$ cat src/logic/temp_sensor_pkg.sv
// Constants for the temperature sensor register pointer and register map
package temp_sensor_pkg;
    localparam int CLK_HZ = 50_000_000;
    localparam int CYCLES_PER_MS = CLK_HZ / 1000;

    // Register select codes
    localparam logic [1:0] SEL_TEMPERATURE = 2'h0;
    localparam logic [1:0] SEL_CONFIGURATION = 2'h1;
    localparam logic [1:0] SEL_LOW_THRESHOLD = 2'h2;
    localparam logic [1:0] SEL_HIGH_THRESHOLD = 2'h3;

    // Pointer layout
    localparam int POINTER_WIDTH = 8;
    localparam int SELECT_WIDTH = 2;
    localparam logic [7:0] POINTER_RESET = 8'h00;

    // Configuration layout and reset values
    localparam int RATE_LSB = 6;
    localparam logic [15:0] CONFIG_RESET = 16'h40A0;
    localparam logic [15:0] CONFIG_WRITE_MASK = 16'h9FC0;
    localparam logic [15:0] TEMPERATURE_RESET = 16'h0000;
    localparam logic [15:0] LOW_THRESHOLD_RESET = 16'h0000;
    localparam logic [15:0] HIGH_THRESHOLD_RESET = 16'h0000;

    // Conversion rate codes
    localparam logic [1:0] RATE_QUARTER = 2'h0;
    localparam logic [1:0] RATE_ONE = 2'h1;
    localparam logic [1:0] RATE_FOUR = 2'h2;
    localparam logic [1:0] RATE_EIGHT = 2'h3;

    // Times in ms and derived cycle counts
    localparam int CONV_TYP_MS = 36;
    localparam int CONV_MAX_MS = 51;
    localparam int PERIOD_QUARTER_MS = 4000;
    localparam int PERIOD_ONE_MS = 1000;
    localparam int PERIOD_FOUR_MS = 250;
    localparam int PERIOD_EIGHT_MS = 125;
    localparam int CONV_CYCLES = CONV_TYP_MS * CYCLES_PER_MS;
    localparam int PERIOD_QUARTER_CYCLES = PERIOD_QUARTER_MS * CYCLES_PER_MS;
    localparam int PERIOD_ONE_CYCLES = PERIOD_ONE_MS * CYCLES_PER_MS;
    localparam int PERIOD_FOUR_CYCLES = PERIOD_FOUR_MS * CYCLES_PER_MS;
    localparam int PERIOD_EIGHT_CYCLES = PERIOD_EIGHT_MS * CYCLES_PER_MS;

    // Byte phases of a write transfer
    localparam logic [1:0] PHASE_POINTER = 2'h0;
    localparam logic [1:0] PHASE_MSB = 2'h1;
    localparam logic [1:0] PHASE_LSB = 2'h2;

    typedef enum {CONV_IDLE, CONV_BUSY} conv_state_t;
endpackage

$ cat src/logic/temp_sensor_regs.sv
// Pointer, register map and conversion scheduler of the temperature sensor
`timescale 1ns/100ps

module temp_sensor_regs #(
    parameter int CONV_CYCLES = temp_sensor_pkg::CONV_CYCLES,
    parameter int PERIOD_QUARTER_CYCLES = temp_sensor_pkg::PERIOD_QUARTER_CYCLES,
    parameter int PERIOD_ONE_CYCLES = temp_sensor_pkg::PERIOD_ONE_CYCLES,
    parameter int PERIOD_FOUR_CYCLES = temp_sensor_pkg::PERIOD_FOUR_CYCLES,
    parameter int PERIOD_EIGHT_CYCLES = temp_sensor_pkg::PERIOD_EIGHT_CYCLES
) (
    input wire logic clk_in,
    input wire logic resetn_in,
    input wire logic xfer_start_in,
    input wire logic wr_valid_in,
    input wire logic [7:0] wr_data_in,
    input wire logic rd_req_in,
    input wire logic [15:0] sample_in,
    output logic [7:0] rd_data_out,
    output logic rd_valid_out,
    output logic [7:0] pointer_out,
    output logic [15:0] configuration_out,
    output logic [15:0] low_threshold_out,
    output logic [15:0] high_threshold_out,
    output logic [15:0] temperature_result_out,
    output logic converting_out,
    output logic result_load_out
);
    logic [1:0] select;
    logic [1:0] wr_phase;
    logic [7:0] msb_hold;
    logic rd_lsb;
    logic [15:0] configuration;
    logic [15:0] low_threshold;
    logic [15:0] high_threshold;
    logic [15:0] temperature_result;
    temp_sensor_pkg::conv_state_t conv_state;
    logic [31:0] period_cnt;
    logic [31:0] conv_cnt;
    logic [31:0] period_len;
    logic result_load;
    logic commit;
    logic [15:0] commit_word;
    logic [15:0] read_word;

    function automatic logic [15:0] reg_mux(input logic [1:0] sel, input logic [15:0] t,
                                            input logic [15:0] c, input logic [15:0] l,
                                            input logic [15:0] h);
        case (sel)
            temp_sensor_pkg::SEL_TEMPERATURE: reg_mux = t;
            temp_sensor_pkg::SEL_CONFIGURATION: reg_mux = c;
            temp_sensor_pkg::SEL_LOW_THRESHOLD: reg_mux = l;
            default: reg_mux = h;
        endcase
    endfunction

    function automatic logic [31:0] rate_period(input logic [1:0] rate);
        case (rate)
            temp_sensor_pkg::RATE_QUARTER: rate_period = 32'(PERIOD_QUARTER_CYCLES);
            temp_sensor_pkg::RATE_ONE: rate_period = 32'(PERIOD_ONE_CYCLES);
            temp_sensor_pkg::RATE_FOUR: rate_period = 32'(PERIOD_FOUR_CYCLES);
            default: rate_period = 32'(PERIOD_EIGHT_CYCLES);
        endcase
    endfunction

    assign commit = wr_valid_in && !xfer_start_in && (wr_phase == temp_sensor_pkg::PHASE_LSB);
    assign commit_word = {msb_hold, wr_data_in};
    assign read_word = reg_mux(select, temperature_result, configuration, low_threshold, high_threshold);
    assign period_len = rate_period(configuration[temp_sensor_pkg::RATE_LSB +: 2]);
    assign result_load = (conv_state == temp_sensor_pkg::CONV_BUSY) && (conv_cnt == 32'(CONV_CYCLES - 1));

    // Pointer select and write byte phase
    always_ff @(posedge clk_in) begin
        if (!resetn_in) begin
            select <= temp_sensor_pkg::POINTER_RESET[1:0];
            wr_phase <= temp_sensor_pkg::PHASE_POINTER;
            msb_hold <= 8'h00;
        end else if (xfer_start_in) begin
            wr_phase <= temp_sensor_pkg::PHASE_POINTER;
        end else if (wr_valid_in) begin
            case (wr_phase)
                temp_sensor_pkg::PHASE_POINTER: begin
                    select <= wr_data_in[1:0];
                    wr_phase <= temp_sensor_pkg::PHASE_MSB;
                end
                temp_sensor_pkg::PHASE_MSB: begin
                    msb_hold <= wr_data_in;
                    wr_phase <= temp_sensor_pkg::PHASE_LSB;
                end
                default: begin
                    wr_phase <= temp_sensor_pkg::PHASE_MSB;
                end
            endcase
        end
    end

    // Writable registers, committed on the LSB byte; configuration takes only its CONFIG_WRITE_MASK bits
    always_ff @(posedge clk_in) begin
        if (!resetn_in) begin
            configuration <= temp_sensor_pkg::CONFIG_RESET;
            low_threshold <= temp_sensor_pkg::LOW_THRESHOLD_RESET;
            high_threshold <= temp_sensor_pkg::HIGH_THRESHOLD_RESET;
        end else if (commit) begin
            case (select)
                temp_sensor_pkg::SEL_CONFIGURATION: begin
                    configuration <= (configuration & ~temp_sensor_pkg::CONFIG_WRITE_MASK)
                        | (commit_word & temp_sensor_pkg::CONFIG_WRITE_MASK);
                end
                temp_sensor_pkg::SEL_LOW_THRESHOLD: low_threshold <= commit_word;
                temp_sensor_pkg::SEL_HIGH_THRESHOLD: high_threshold <= commit_word;
                default: ;
            endcase
        end
    end

    // Read path, MSB byte first
    always_ff @(posedge clk_in) begin
        if (!resetn_in) begin
            rd_lsb <= 1'b0;
            rd_data_out <= 8'h00;
            rd_valid_out <= 1'b0;
        end else begin
            rd_valid_out <= rd_req_in && !xfer_start_in;
            if (xfer_start_in) begin
                rd_lsb <= 1'b0;
            end else if (rd_req_in) begin
                rd_lsb <= !rd_lsb;
                if (rd_lsb) begin
                    rd_data_out <= read_word[7:0];
                end else begin
                    rd_data_out <= read_word[15:8];
                end
            end
        end
    end

    // Conversion scheduler
    always_ff @(posedge clk_in) begin
        if (!resetn_in) begin
            conv_state <= temp_sensor_pkg::CONV_BUSY;
            conv_cnt <= 32'h0000_0000;
            period_cnt <= 32'h0000_0000;
        end else begin
            if (period_cnt >= period_len - 32'h0000_0001) begin
                period_cnt <= 32'h0000_0000;
            end else begin
                period_cnt <= period_cnt + 32'h0000_0001;
            end
            case (conv_state)
                temp_sensor_pkg::CONV_IDLE: begin
                    conv_cnt <= 32'h0000_0000;
                    if (period_cnt >= period_len - 32'h0000_0001) begin
                        conv_state <= temp_sensor_pkg::CONV_BUSY;
                    end
                end
                temp_sensor_pkg::CONV_BUSY: begin
                    if (result_load) begin
                        conv_state <= temp_sensor_pkg::CONV_IDLE;
                        conv_cnt <= 32'h0000_0000;
                    end else begin
                        conv_cnt <= conv_cnt + 32'h0000_0001;
                    end
                end
                default: conv_state <= temp_sensor_pkg::CONV_IDLE;
            endcase
        end
    end

    // Result register
    always_ff @(posedge clk_in) begin
        if (!resetn_in) begin
            temperature_result <= temp_sensor_pkg::TEMPERATURE_RESET;
        end else if (result_load) begin
            temperature_result <= sample_in;
        end
    end

    assign pointer_out = {6'h00, select};
    assign configuration_out = configuration;
    assign low_threshold_out = low_threshold;
    assign high_threshold_out = high_threshold;
    assign temperature_result_out = temperature_result;
    assign converting_out = (conv_state == temp_sensor_pkg::CONV_BUSY);
    assign result_load_out = result_load;
endmodule

$ cat config.mk
export PLATFORM = sky130hd
export DESIGN_NAME = temp_sensor_regs
export DESIGN_NICKNAME = d
export VERILOG_FILES = /design/src/logic/temp_sensor_pkg.sv /design/src/logic/temp_sensor_regs.sv
export SDC_FILE = /design/constraint.sdc
export NUM_CORES = 1
export LEC_CHECK = 0
export BUFFER_PORTS_ARGS = -buffer_cell sky130_fd_sc_hd__clkbuf_2
export CORE_UTILIZATION = 45
export CTS_BUF_LIST = sky130_fd_sc_hd__clkbuf_4 sky130_fd_sc_hd__clkbuf_8
export DETAILED_ROUTE_END_ITERATION = 8
export GPL_TIMING_DRIVEN = 0
export HOLD_SLACK_MARGIN = 0.08
export PLACE_DENSITY_LB_ADDON = 0.3
export SKIP_LAST_GASP = 1
export SLEW_MARGIN = 30
export SYNTH_ARGS = -nofsm -noshare
export SYNTH_HDL_FRONTEND = slang
export SYNTH_SLANG_ARGS = --single-unit
$ cat constraint.sdc
create_clock -name clk_in -period 2.7 [get_ports clk_in]
set_input_delay 0.405 -clock clk_in [delete_from_list [all_inputs] [get_ports clk_in]]
set_output_delay 0.405 -clock clk_in [all_outputs]
set_load 0.05 [all_outputs]
==> metrics.md, run 1 <==
| Metric | Value |
|---|---|
| Outcome | completed |
| Synth area leader | dfxtp_1 |
| Avg Synthesized Cell Area | 8.95 sq um |
| Area growth syn-to-layout | 21.3% |
| Crit path cell chain | inv_4 > ha_2 > o21ai_1 > ha_1 > nand4b_1 > nand4b_1 > or4_4 > a31oi_4 > buf_6 > buf_6 > nor4_1 |
| Final worst-path cycle share | 97.6% |
| Placement Rows | 44 |
| Fin. max-slew vios | 0 |
| Clock Skews | 0.00978 ns |
| GR Util All Layers | 23.2% |
| CTS tree | built |
| ANT nets after route | 0 |
| Share of Yosys cell area claimed by the top area cell type | 42.0% |
| Critical-path top delay cell | or4_4 |
| Synthesized instance count | 762 |
| DRT Wirelength | 17,800 um |
| Worst vdd ir | 0.431 mV |
| Synth Flop Type | dfxtp_1 |
| Setup TNS | 0 ns |
| Clk Tree Root Cell | clkbuf_8 |
| Max clock buf depth | 2 |
| HPWL Detailed | 12,800 um |
| Yosys Warn Count | 0 |
| Initial antenna violation count | 0 |
| CP delay by family, top | simple AND/OR/NAND/NOR gates |
| Worst Setup Path Type | flip-flop to flip-flop |
| Total congestion overflow | 0 |
| Die Y | 125 um |
| Worst path bufs/invs | 3 |
| Crit-path max cell delay | 0.56 ns |
| # clock sinks | 143 |
| Max-Slew Margin vs Limit | 39.5% |
| Flops & latches, synth | 143 |
| Antenna fix cells | 0 |
| Top cells by area, synth | dfxtp_1 42%, mux2i_1 6.0%, ha_1 5.9% |
| Drc violations | 0 |
| MaxCap Viol Count | 0 |
| Mapped cell area | 6820 sq um |
| Iteration-0 DRC count of the detailed router | 378 |
| Required @ worst endpoint | 3.02 ns |
| CP Launch Point | configuration_out[6] |
| CP Depth | 11 |
| CP Capture Type | flip-flop |
| Number of iterations in the first detailed-routing pass | 7 |
| Final setup fails | 0 |
| Worst min path class | primary input to flip-flop |
| Post-synth EDFFs | 0 |
| Standby leakage power | 3.36 nW |
| Part of the Yosys area used for sequential elements | 42.0% |
| Largest net degree at the start of global routing | 20 |
| Vias per cell | 5.46 |
| Worst Path Arrival | 2.95 ns |
| Power Density | 495 nW/um^2 |
| Filler cell count | 1,348 |
| Peak Freq | 379 MHz |
| Final hold viol count | 0 |
| Post-synth ARST share | 0% |
| Flop-to-flop setup slack | 0.06 ns |
| Crit path capture | period_cnt[24] |
| Register area | 2870 sq um |
| Via Count | 6,013 |
| Io pins | 112 |
| Design Power | 4.10 mW |
| Cell variety after synth | 48 |
| H-Tree Level Count | 4 |
| Area of the multi-input gates | 3810 sq um |
| Reg2reg path depth | 11 |
| First-pass GRT wire length | 28,400 um |
| Worst-path fanout max | 10 |
| Worst reg2reg endpoint | period_cnt[24] |
| Total CTS buffers | 17 |
| Share of post-route cells with drive strength above 1 | 22.8% |
| Initial Util | 46.6% |
| Post-DR wirelength/cell | 16.2 um |
| Worst skew pair latency | 0.45 ns |
| Vias in the first global route | 5,555 |
| RR Startpoint | configuration_out[6] |
| Core Box Area | 14,600 sq um |
| Clock Pin Slew Worst Setup and Hold Paths | 0.08 ns |
| Die Wd | 125 um |
| GPL Wtd Cong | 0.869 |
| Worst slew pin tran | 0.900 ns |
| Tmin final | 2.64 ns |
| Port bufs | 97 |
| DIE AREA | 15,700 sq um |
| CTS Hold Bufs | 0 |
| Final nets | 966 |
| Worst setup SP type | flip-flop |
==> worst reg2reg max path: cells and delay by family, from the launching register on <==
kind	cells	cell delay, ns
simple gates	4	0.99
fa+ha+maj	2	0.48
flops	1	0.39
buf+inv	3	0.39
compound gates	2	0.25
==> metal layers <==
layer	routed length [um]	global-route usage [%]	vias to the layer above
met3	1160	7.02	27
met4	361	7.68	0
met5	0	0	-
met1	8080	30.1	2824
met2	8240	36.6	202
li1	-	-	2960
==> cells by family after synthesis <==
group / count (synthesis) / share of synthesized area [%]
and+or+nand+nor: 316 / 23.6
DFF: 143 / 42.0
AOI/OAI and AO/OA: 89 / 7.65
buffers and inverters: 75 / 5.28
xor gates and xnor gates: 55 / 7.06
muxes: 50 / 8.49
adders and majority gates: 32 / 5.87
other: 2 / 0.110
==> worst min path at each step <==
stage,start,end,slack (ns),cells after the start
global route,sample_in[12],temperature_result_out[12],0.17,3
CTS,sample_in[9],temperature_result_out[9],0.18,3
floorplan,conv_cnt[0],conv_cnt[0],0.43,1
detailed placement,conv_cnt[0],conv_cnt[0],0.46,1
global placement,conv_cnt[0],conv_cnt[0],0.44,1
finish,sample_in[10],temperature_result_out[10],0.20,3
==> final cells by class <==
type                            count  share of cell area (%)
Multi-Input combinational cell    560                    46.0
Sequential cell                   143                    34.7
Timing Repair Buffer              109                    7.14
Buffer                             59                    3.86
Clock buffer                       20                    3.18
Tap cell                          184                    2.78
Clock inverter                     11                    1.60
Inverter                           15                   0.711
==> synth_stat cells (2+ instances only) <==
| library cell | n |
|---|---|
| a211oi_1 | 2 |
| a21oi_1 | 51 |
| a31oi_1 | 3 |
| and2_1 | 6 |
| and3_1 | 15 |
| and4_1 | 8 |
| buf_1 | 3 |
| buf_2 | 9 |
| buf_4 | 16 |
| clkbuf_1 | 31 |
| conb_1 | 2 |
| dfxtp_1 | 143 |
| ha_1 | 32 |
| inv_1 | 15 |
| mux2_2 | 3 |
| mux2i_1 | 41 |
| mux4_2 | 6 |
| nand2_1 | 69 |
| nand2b_1 | 3 |
| nand3_1 | 51 |
| nand3b_1 | 5 |
| nand4_1 | 24 |
| nand4b_1 | 4 |
| nor2_1 | 79 |
| nor2b_1 | 2 |
| nor3_1 | 8 |
| nor3_2 | 2 |
| nor4_1 | 29 |
| o211ai_1 | 13 |
| o21ai_0 | 10 |
| o22ai_1 | 2 |
| or3_1 | 3 |
| or4_1 | 4 |
| xnor2_1 | 17 |
| xor2_1 | 38 |
==> stage by stage <==
step / setup WS, ns / hold WS, ns / std cells / utilization (%) / area, sq um
global route: -0.0160 / 0.171 / 1101 / 56.5 / 8270
CTS: -0.0329 / 0.177 / 1093 / 55.3 / 8090
floorplan: 0.0353 / 0.430 / 778 / - / 6880
global placement: -0.265 / 0.444 / 1059 / 51.9 / 7600
detailed placement: -0.286 / 0.459 / 1059 / 51.9 / 7600
finish: 0.0646 / 0.203 / 1101 / 56.5 / 8270
==> cells in the final DEF, fill, tap and decap left out, types with 4 or more instances in the layout <==
cell,instances
dfxtp_1,141
clkbuf_2,98
nor2_1,77
nand2_1,69
nand3_1,51
a21oi_1,51
mux2i_1,41
xor2_1,38
clkbuf_1,27
buf_4,27
ha_1,27
nand4_1,24
nor4_1,22
conb_1,18
clkbuf_8,18
xnor2_1,17
and3_1,15
o211ai_1,13
inv_1,11
o21ai_0,9
and4_1,8
nor4_2,8
buf_2,7
nor3_1,7
and2_1,6
mux4_2,6
nand3b_1,5
nand4b_1,4
clkbuf_4,4
ha_4,4
clkinvlp_4,4
==> timing repair <==
action | CTS | global route
setup buffers | 4 | 8
endpoints found under the setup margin | 30 | 30
cloned | 0 | 0
pin swaps | 1 | 1
resized for setup | 17 | 30
==> flip-flops by register name, indices dropped and copies added, names as in the netlist <==
signal / cells
wr_phase: 2
rd_data_out: 8
high_threshold_out: 16
conv_cnt: 32
msb_hold: 8
configuration_out: 8
rd_lsb: 1
conv_state: 1
low_threshold_out: 16
rd_valid_out: 1
select: 2
period_cnt: 32
temperature_result_out: 16
==> power breakdown <==
group | switching [mW] | leakage, nW | internal [mW] | total, mW
clock | 0.852 | 0.191 | 0.872 | 1.72
combinational | 0.166 | 2.02 | 0.0692 | 0.236
sequential | 0.0138 | 1.16 | 2.12 | 2.13
No activity file was read; power rests on OpenSTA's default activity.
==> run 2, diff against run 1 <==
--- a/config.mk
+++ b/config.mk
@@ -6,12 +6,12 @@
 export NUM_CORES = 1
 export LEC_CHECK = 0
 export BUFFER_PORTS_ARGS = -buffer_cell sky130_fd_sc_hd__clkbuf_2
-export CORE_UTILIZATION = 45
+export CORE_UTILIZATION = 44
 export CTS_BUF_LIST = sky130_fd_sc_hd__clkbuf_4 sky130_fd_sc_hd__clkbuf_8
 export DETAILED_ROUTE_END_ITERATION = 8
 export GPL_TIMING_DRIVEN = 0
 export HOLD_SLACK_MARGIN = 0.08
-export PLACE_DENSITY_LB_ADDON = 0.3
+export PLACE_DENSITY_LB_ADDON = 0.1
 export SKIP_LAST_GASP = 1
 export SLEW_MARGIN = 30
 export SYNTH_ARGS = -nofsm -noshare
==> run 2 against run 1 <==
Compared with the run above: sequential share of layout area decreased by 1.0 points; global-route usage increased by 1.6 points; cell count increased by 0.73%; clock skew increased by 0.00070 ns; fmax decreased by 0.69%; routed wire length increased by 10%; critical path depth unchanged; first-iteration DRC count decreased by 13%; cell area increased by 3.1%; register-to-register slack got worse by 0.02 ns; worst setup slack got worse by 0.018 ns; highest routed layer unchanged.
==> metrics.md, run 2 (synthesis results as in run 1) <==
| Metric | Value |
|---|---|
| Tmin final | 2.65 ns (+0.0184 ns) |
| Worst setup SP type | flip-flop |
| MaxCap Viol Count | 0 (unchanged) |
| HPWL Detailed | 14,100 um (+10%) |
| Final hold viol count | 0 (unchanged) |
| Max-Slew Margin vs Limit | 39.4% (-0.12 points) |
| GPL Wtd Cong | 0.904 (+4.0%) |
| Post-layout instance area | 8530 sq um (+3.1%) |
| Unrepaired setup endpoints after global routing | true |
| Via Count | 6,169 (+2.6%) |
| Power Density | 514 nW/um^2 (+3.8%) |
| Crit-path most repeated cell | nand4b_1 |
| Io pins | 112 (unchanged) |
| Crit path cell chain | ha_4 > inv_4 > o21ai_2 > ha_1 > nand4b_1 > nand4b_1 > or4_4 > a31oi_4 > buf_6 > clkbuf_16 > nor4_1 |
| Critical-path top delay cell | or4_4 |
| Largest registers | conv_cnt (32), period_cnt (32) |
| GR Util All Layers | 24.8% (+1.6 points) |
| Final nets | 969 (+0.31%) |
| Largest net degree at the start of global routing | 20 (unchanged) |
| Flop-to-flop setup slack | 0.05 ns (-0.02 ns) |
| Placement Rows | 45 (+2.3%) |
| # clock sinks | 143 (unchanged) |
| First-pass GRT wire length | 30,400 um (+7.0%) |
| Clock Pin Slew Worst Setup and Hold Paths | 0.08 ns (about the same) |
| Standby leakage power | 3.43 nW (+2.0%) |
| DRT Wirelength | 19,700 um (+10%) |
| Port bufs | 97 (unchanged) |
| CTS tree | built |
| Post-DR wirelength/cell | 17.7 um (+9.4%) |
| Outcome | completed |
| CP Capture Type | flip-flop |
| H-Tree Level Count | 4 (unchanged) |
| Worst Setup Path Type | flip-flop to flip-flop |
| Worst skew pair latency | 0.46 ns (about the same) |
| Required @ worst endpoint | 3.04 ns (+0.02 ns) |
| Setup TNS | 0 ns (unchanged) |
| Final setup fails | 0 (unchanged) |
| Final hold slack | 0.204 ns (+0.000825 ns) |
| DIE AREA | 16,000 sq um (+2.2%) |
| Iteration-0 DRC count of the detailed router | 329 (-13%) |
| Clock Skews | 0.0105 ns (+0.000700 ns) |
| Worst min path class | primary input to flip-flop |
| Clk Tree Root Cell | clkbuf_8 |
| Commonest non-fill, non-tap cell in the layout | dfxtp_1 |
| Worst vdd ir | 0.444 mV (+2.9%) |
| Pre-CTS setup slack | -0.434 ns (-0.149 ns) |
| Final std cells w/o fill | 1,109 (+0.73%) |
| ANT nets after route | 0 (unchanged) |
| Final WS setup | 0.0462 ns (-0.0184 ns) |
| Area growth syn-to-layout | 25.0% |
| Die Wd | 127 um (+1.1%) |
| Antenna fix cells | 0 (unchanged) |
| Vias per cell | 5.56 (+1.9%) |
| Share of post-route cells with drive strength above 1 | 24.6% (+1.9 points) |
| Most frequent cells in the layout | 140 x dfxtp_1, 99 x clkbuf_2, 77 x nor2_1, 69 x nand2_1 |
| Peak Freq | 377 MHz (-0.69%) |
| Die Y | 127 um (+1.1%) |
| Initial antenna violation count | 0 (unchanged) |
| Worst slew pin tran | 0.897 ns (-0.00335 ns) |
| Vias in the first global route | 5,724 (+3.0%) |
| Final worst-path cycle share | 98.3% (+0.68 points) |
| Core Box Area | 15,100 sq um (+3.4%) |
| Initial Util | 45.0% (-1.5 points) |
| Filler cell count | 1,414 (+4.9%) |
| Max clock buf depth | 2 (unchanged) |
| Number of iterations in the first detailed-routing pass | 5 (-2) |
| Worst-path fanout max | 6 (-4) |
| Fin. max-slew vios | 0 (unchanged) |
| Drc violations | 0 (unchanged) |
| Placed cell areas | 7610 sq um (about the same) |
| Worst Path Arrival | 2.99 ns (+0.04 ns) |
| Crit-path max cell delay | 0.57 ns (about the same) |
| Total congestion overflow | 0 (unchanged) |
| Total CTS buffers | 17 (unchanged) |
| Dpl cells | 1,063 (+0.38%) |
| CTS Hold Bufs | 0 (unchanged) |
## run 2: cell count changes in the layout (fill, tap and decap cells not counted), sizes merged
| cell | delta |
|---|---|
| clkinv | +1 |
| clkinvlp | -2 |
| clkbuf | -3 |
| buf | +3 |
| inv | +2 |
| bufinv | +3 |
## run 2: path summary, 6_finish.rpt
check / from / to / depth (start not counted)
max reg2reg: configuration_out[6] / period_cnt[0] / 11
max: configuration_out[6] / period_cnt[0] / 11
min: sample_in[10] / temperature_result_out[10] / 3
min reg2reg: rd_data_out[3] / rd_data_out[3] / 2
## run 2: cell type report
cell class | instances | area [sq um] | area share [%]
tap | 188 | 235 | 2.76
buffer | 59 | 324 | 3.80
multi-input combinational | 560 | 3930 | 46.0
sequential | 143 | 2870 | 33.7
clock inverter | 15 | 230 | 2.70
timing repair buffer | 112 | 641 | 7.51
inverter | 15 | 66.3 | 0.778
clock buffer | 17 | 234 | 2.74
## run 2: where the power goes
group / switching, mW / internal [mW] / total, mW
Combinational: 0.171 / 0.0693 / 0.241
Sequential: 0.0136 / 2.12 / 2.13
Clock: 0.893 / 1.12 / 2.01
Total: 1.08 / 3.31 / 4.38
## run 2: per-stage QoR
step           power [mW]  util, %
2_1_floorplan        2.35        -
3_3_place_gp         2.42     50.2
3_5_place_dp         2.42     50.2
4_1_cts              4.41     54.1
5_1_grt              4.54     56.3
6_report             4.38     56.3
## run 2: repair_timing
action                     in CTS  in global routing
resized for setup              24                 49
buffers inserted                3                 11
setup endpoints to repair      30                 30
pin swaps                       2                 13
gates cloned                    0                  1
## run 2: per-layer routing
metal / up-vias / GRT usage (%) / part of all wire (%)
li1: 2961 / - / -
met1: 2977 / 31.6 / 44
met2: 187 / 41.2 / 49
met5: - / 0 / 0
met4: 0 / 10.2 / 2.4
met3: 44 / 4.72 / 5.1
## run 2: worst max-delay path, delay by kind of cell, from the launching register on
kind / cells / cell delay, ns
adders and majority gates: 2 / 0.50
and+or+nand+nor: 4 / 1.00
AOI/OAI and AO/OA: 2 / 0.23
DFF: 1 / 0.40
buffers and inverters: 3 / 0.39
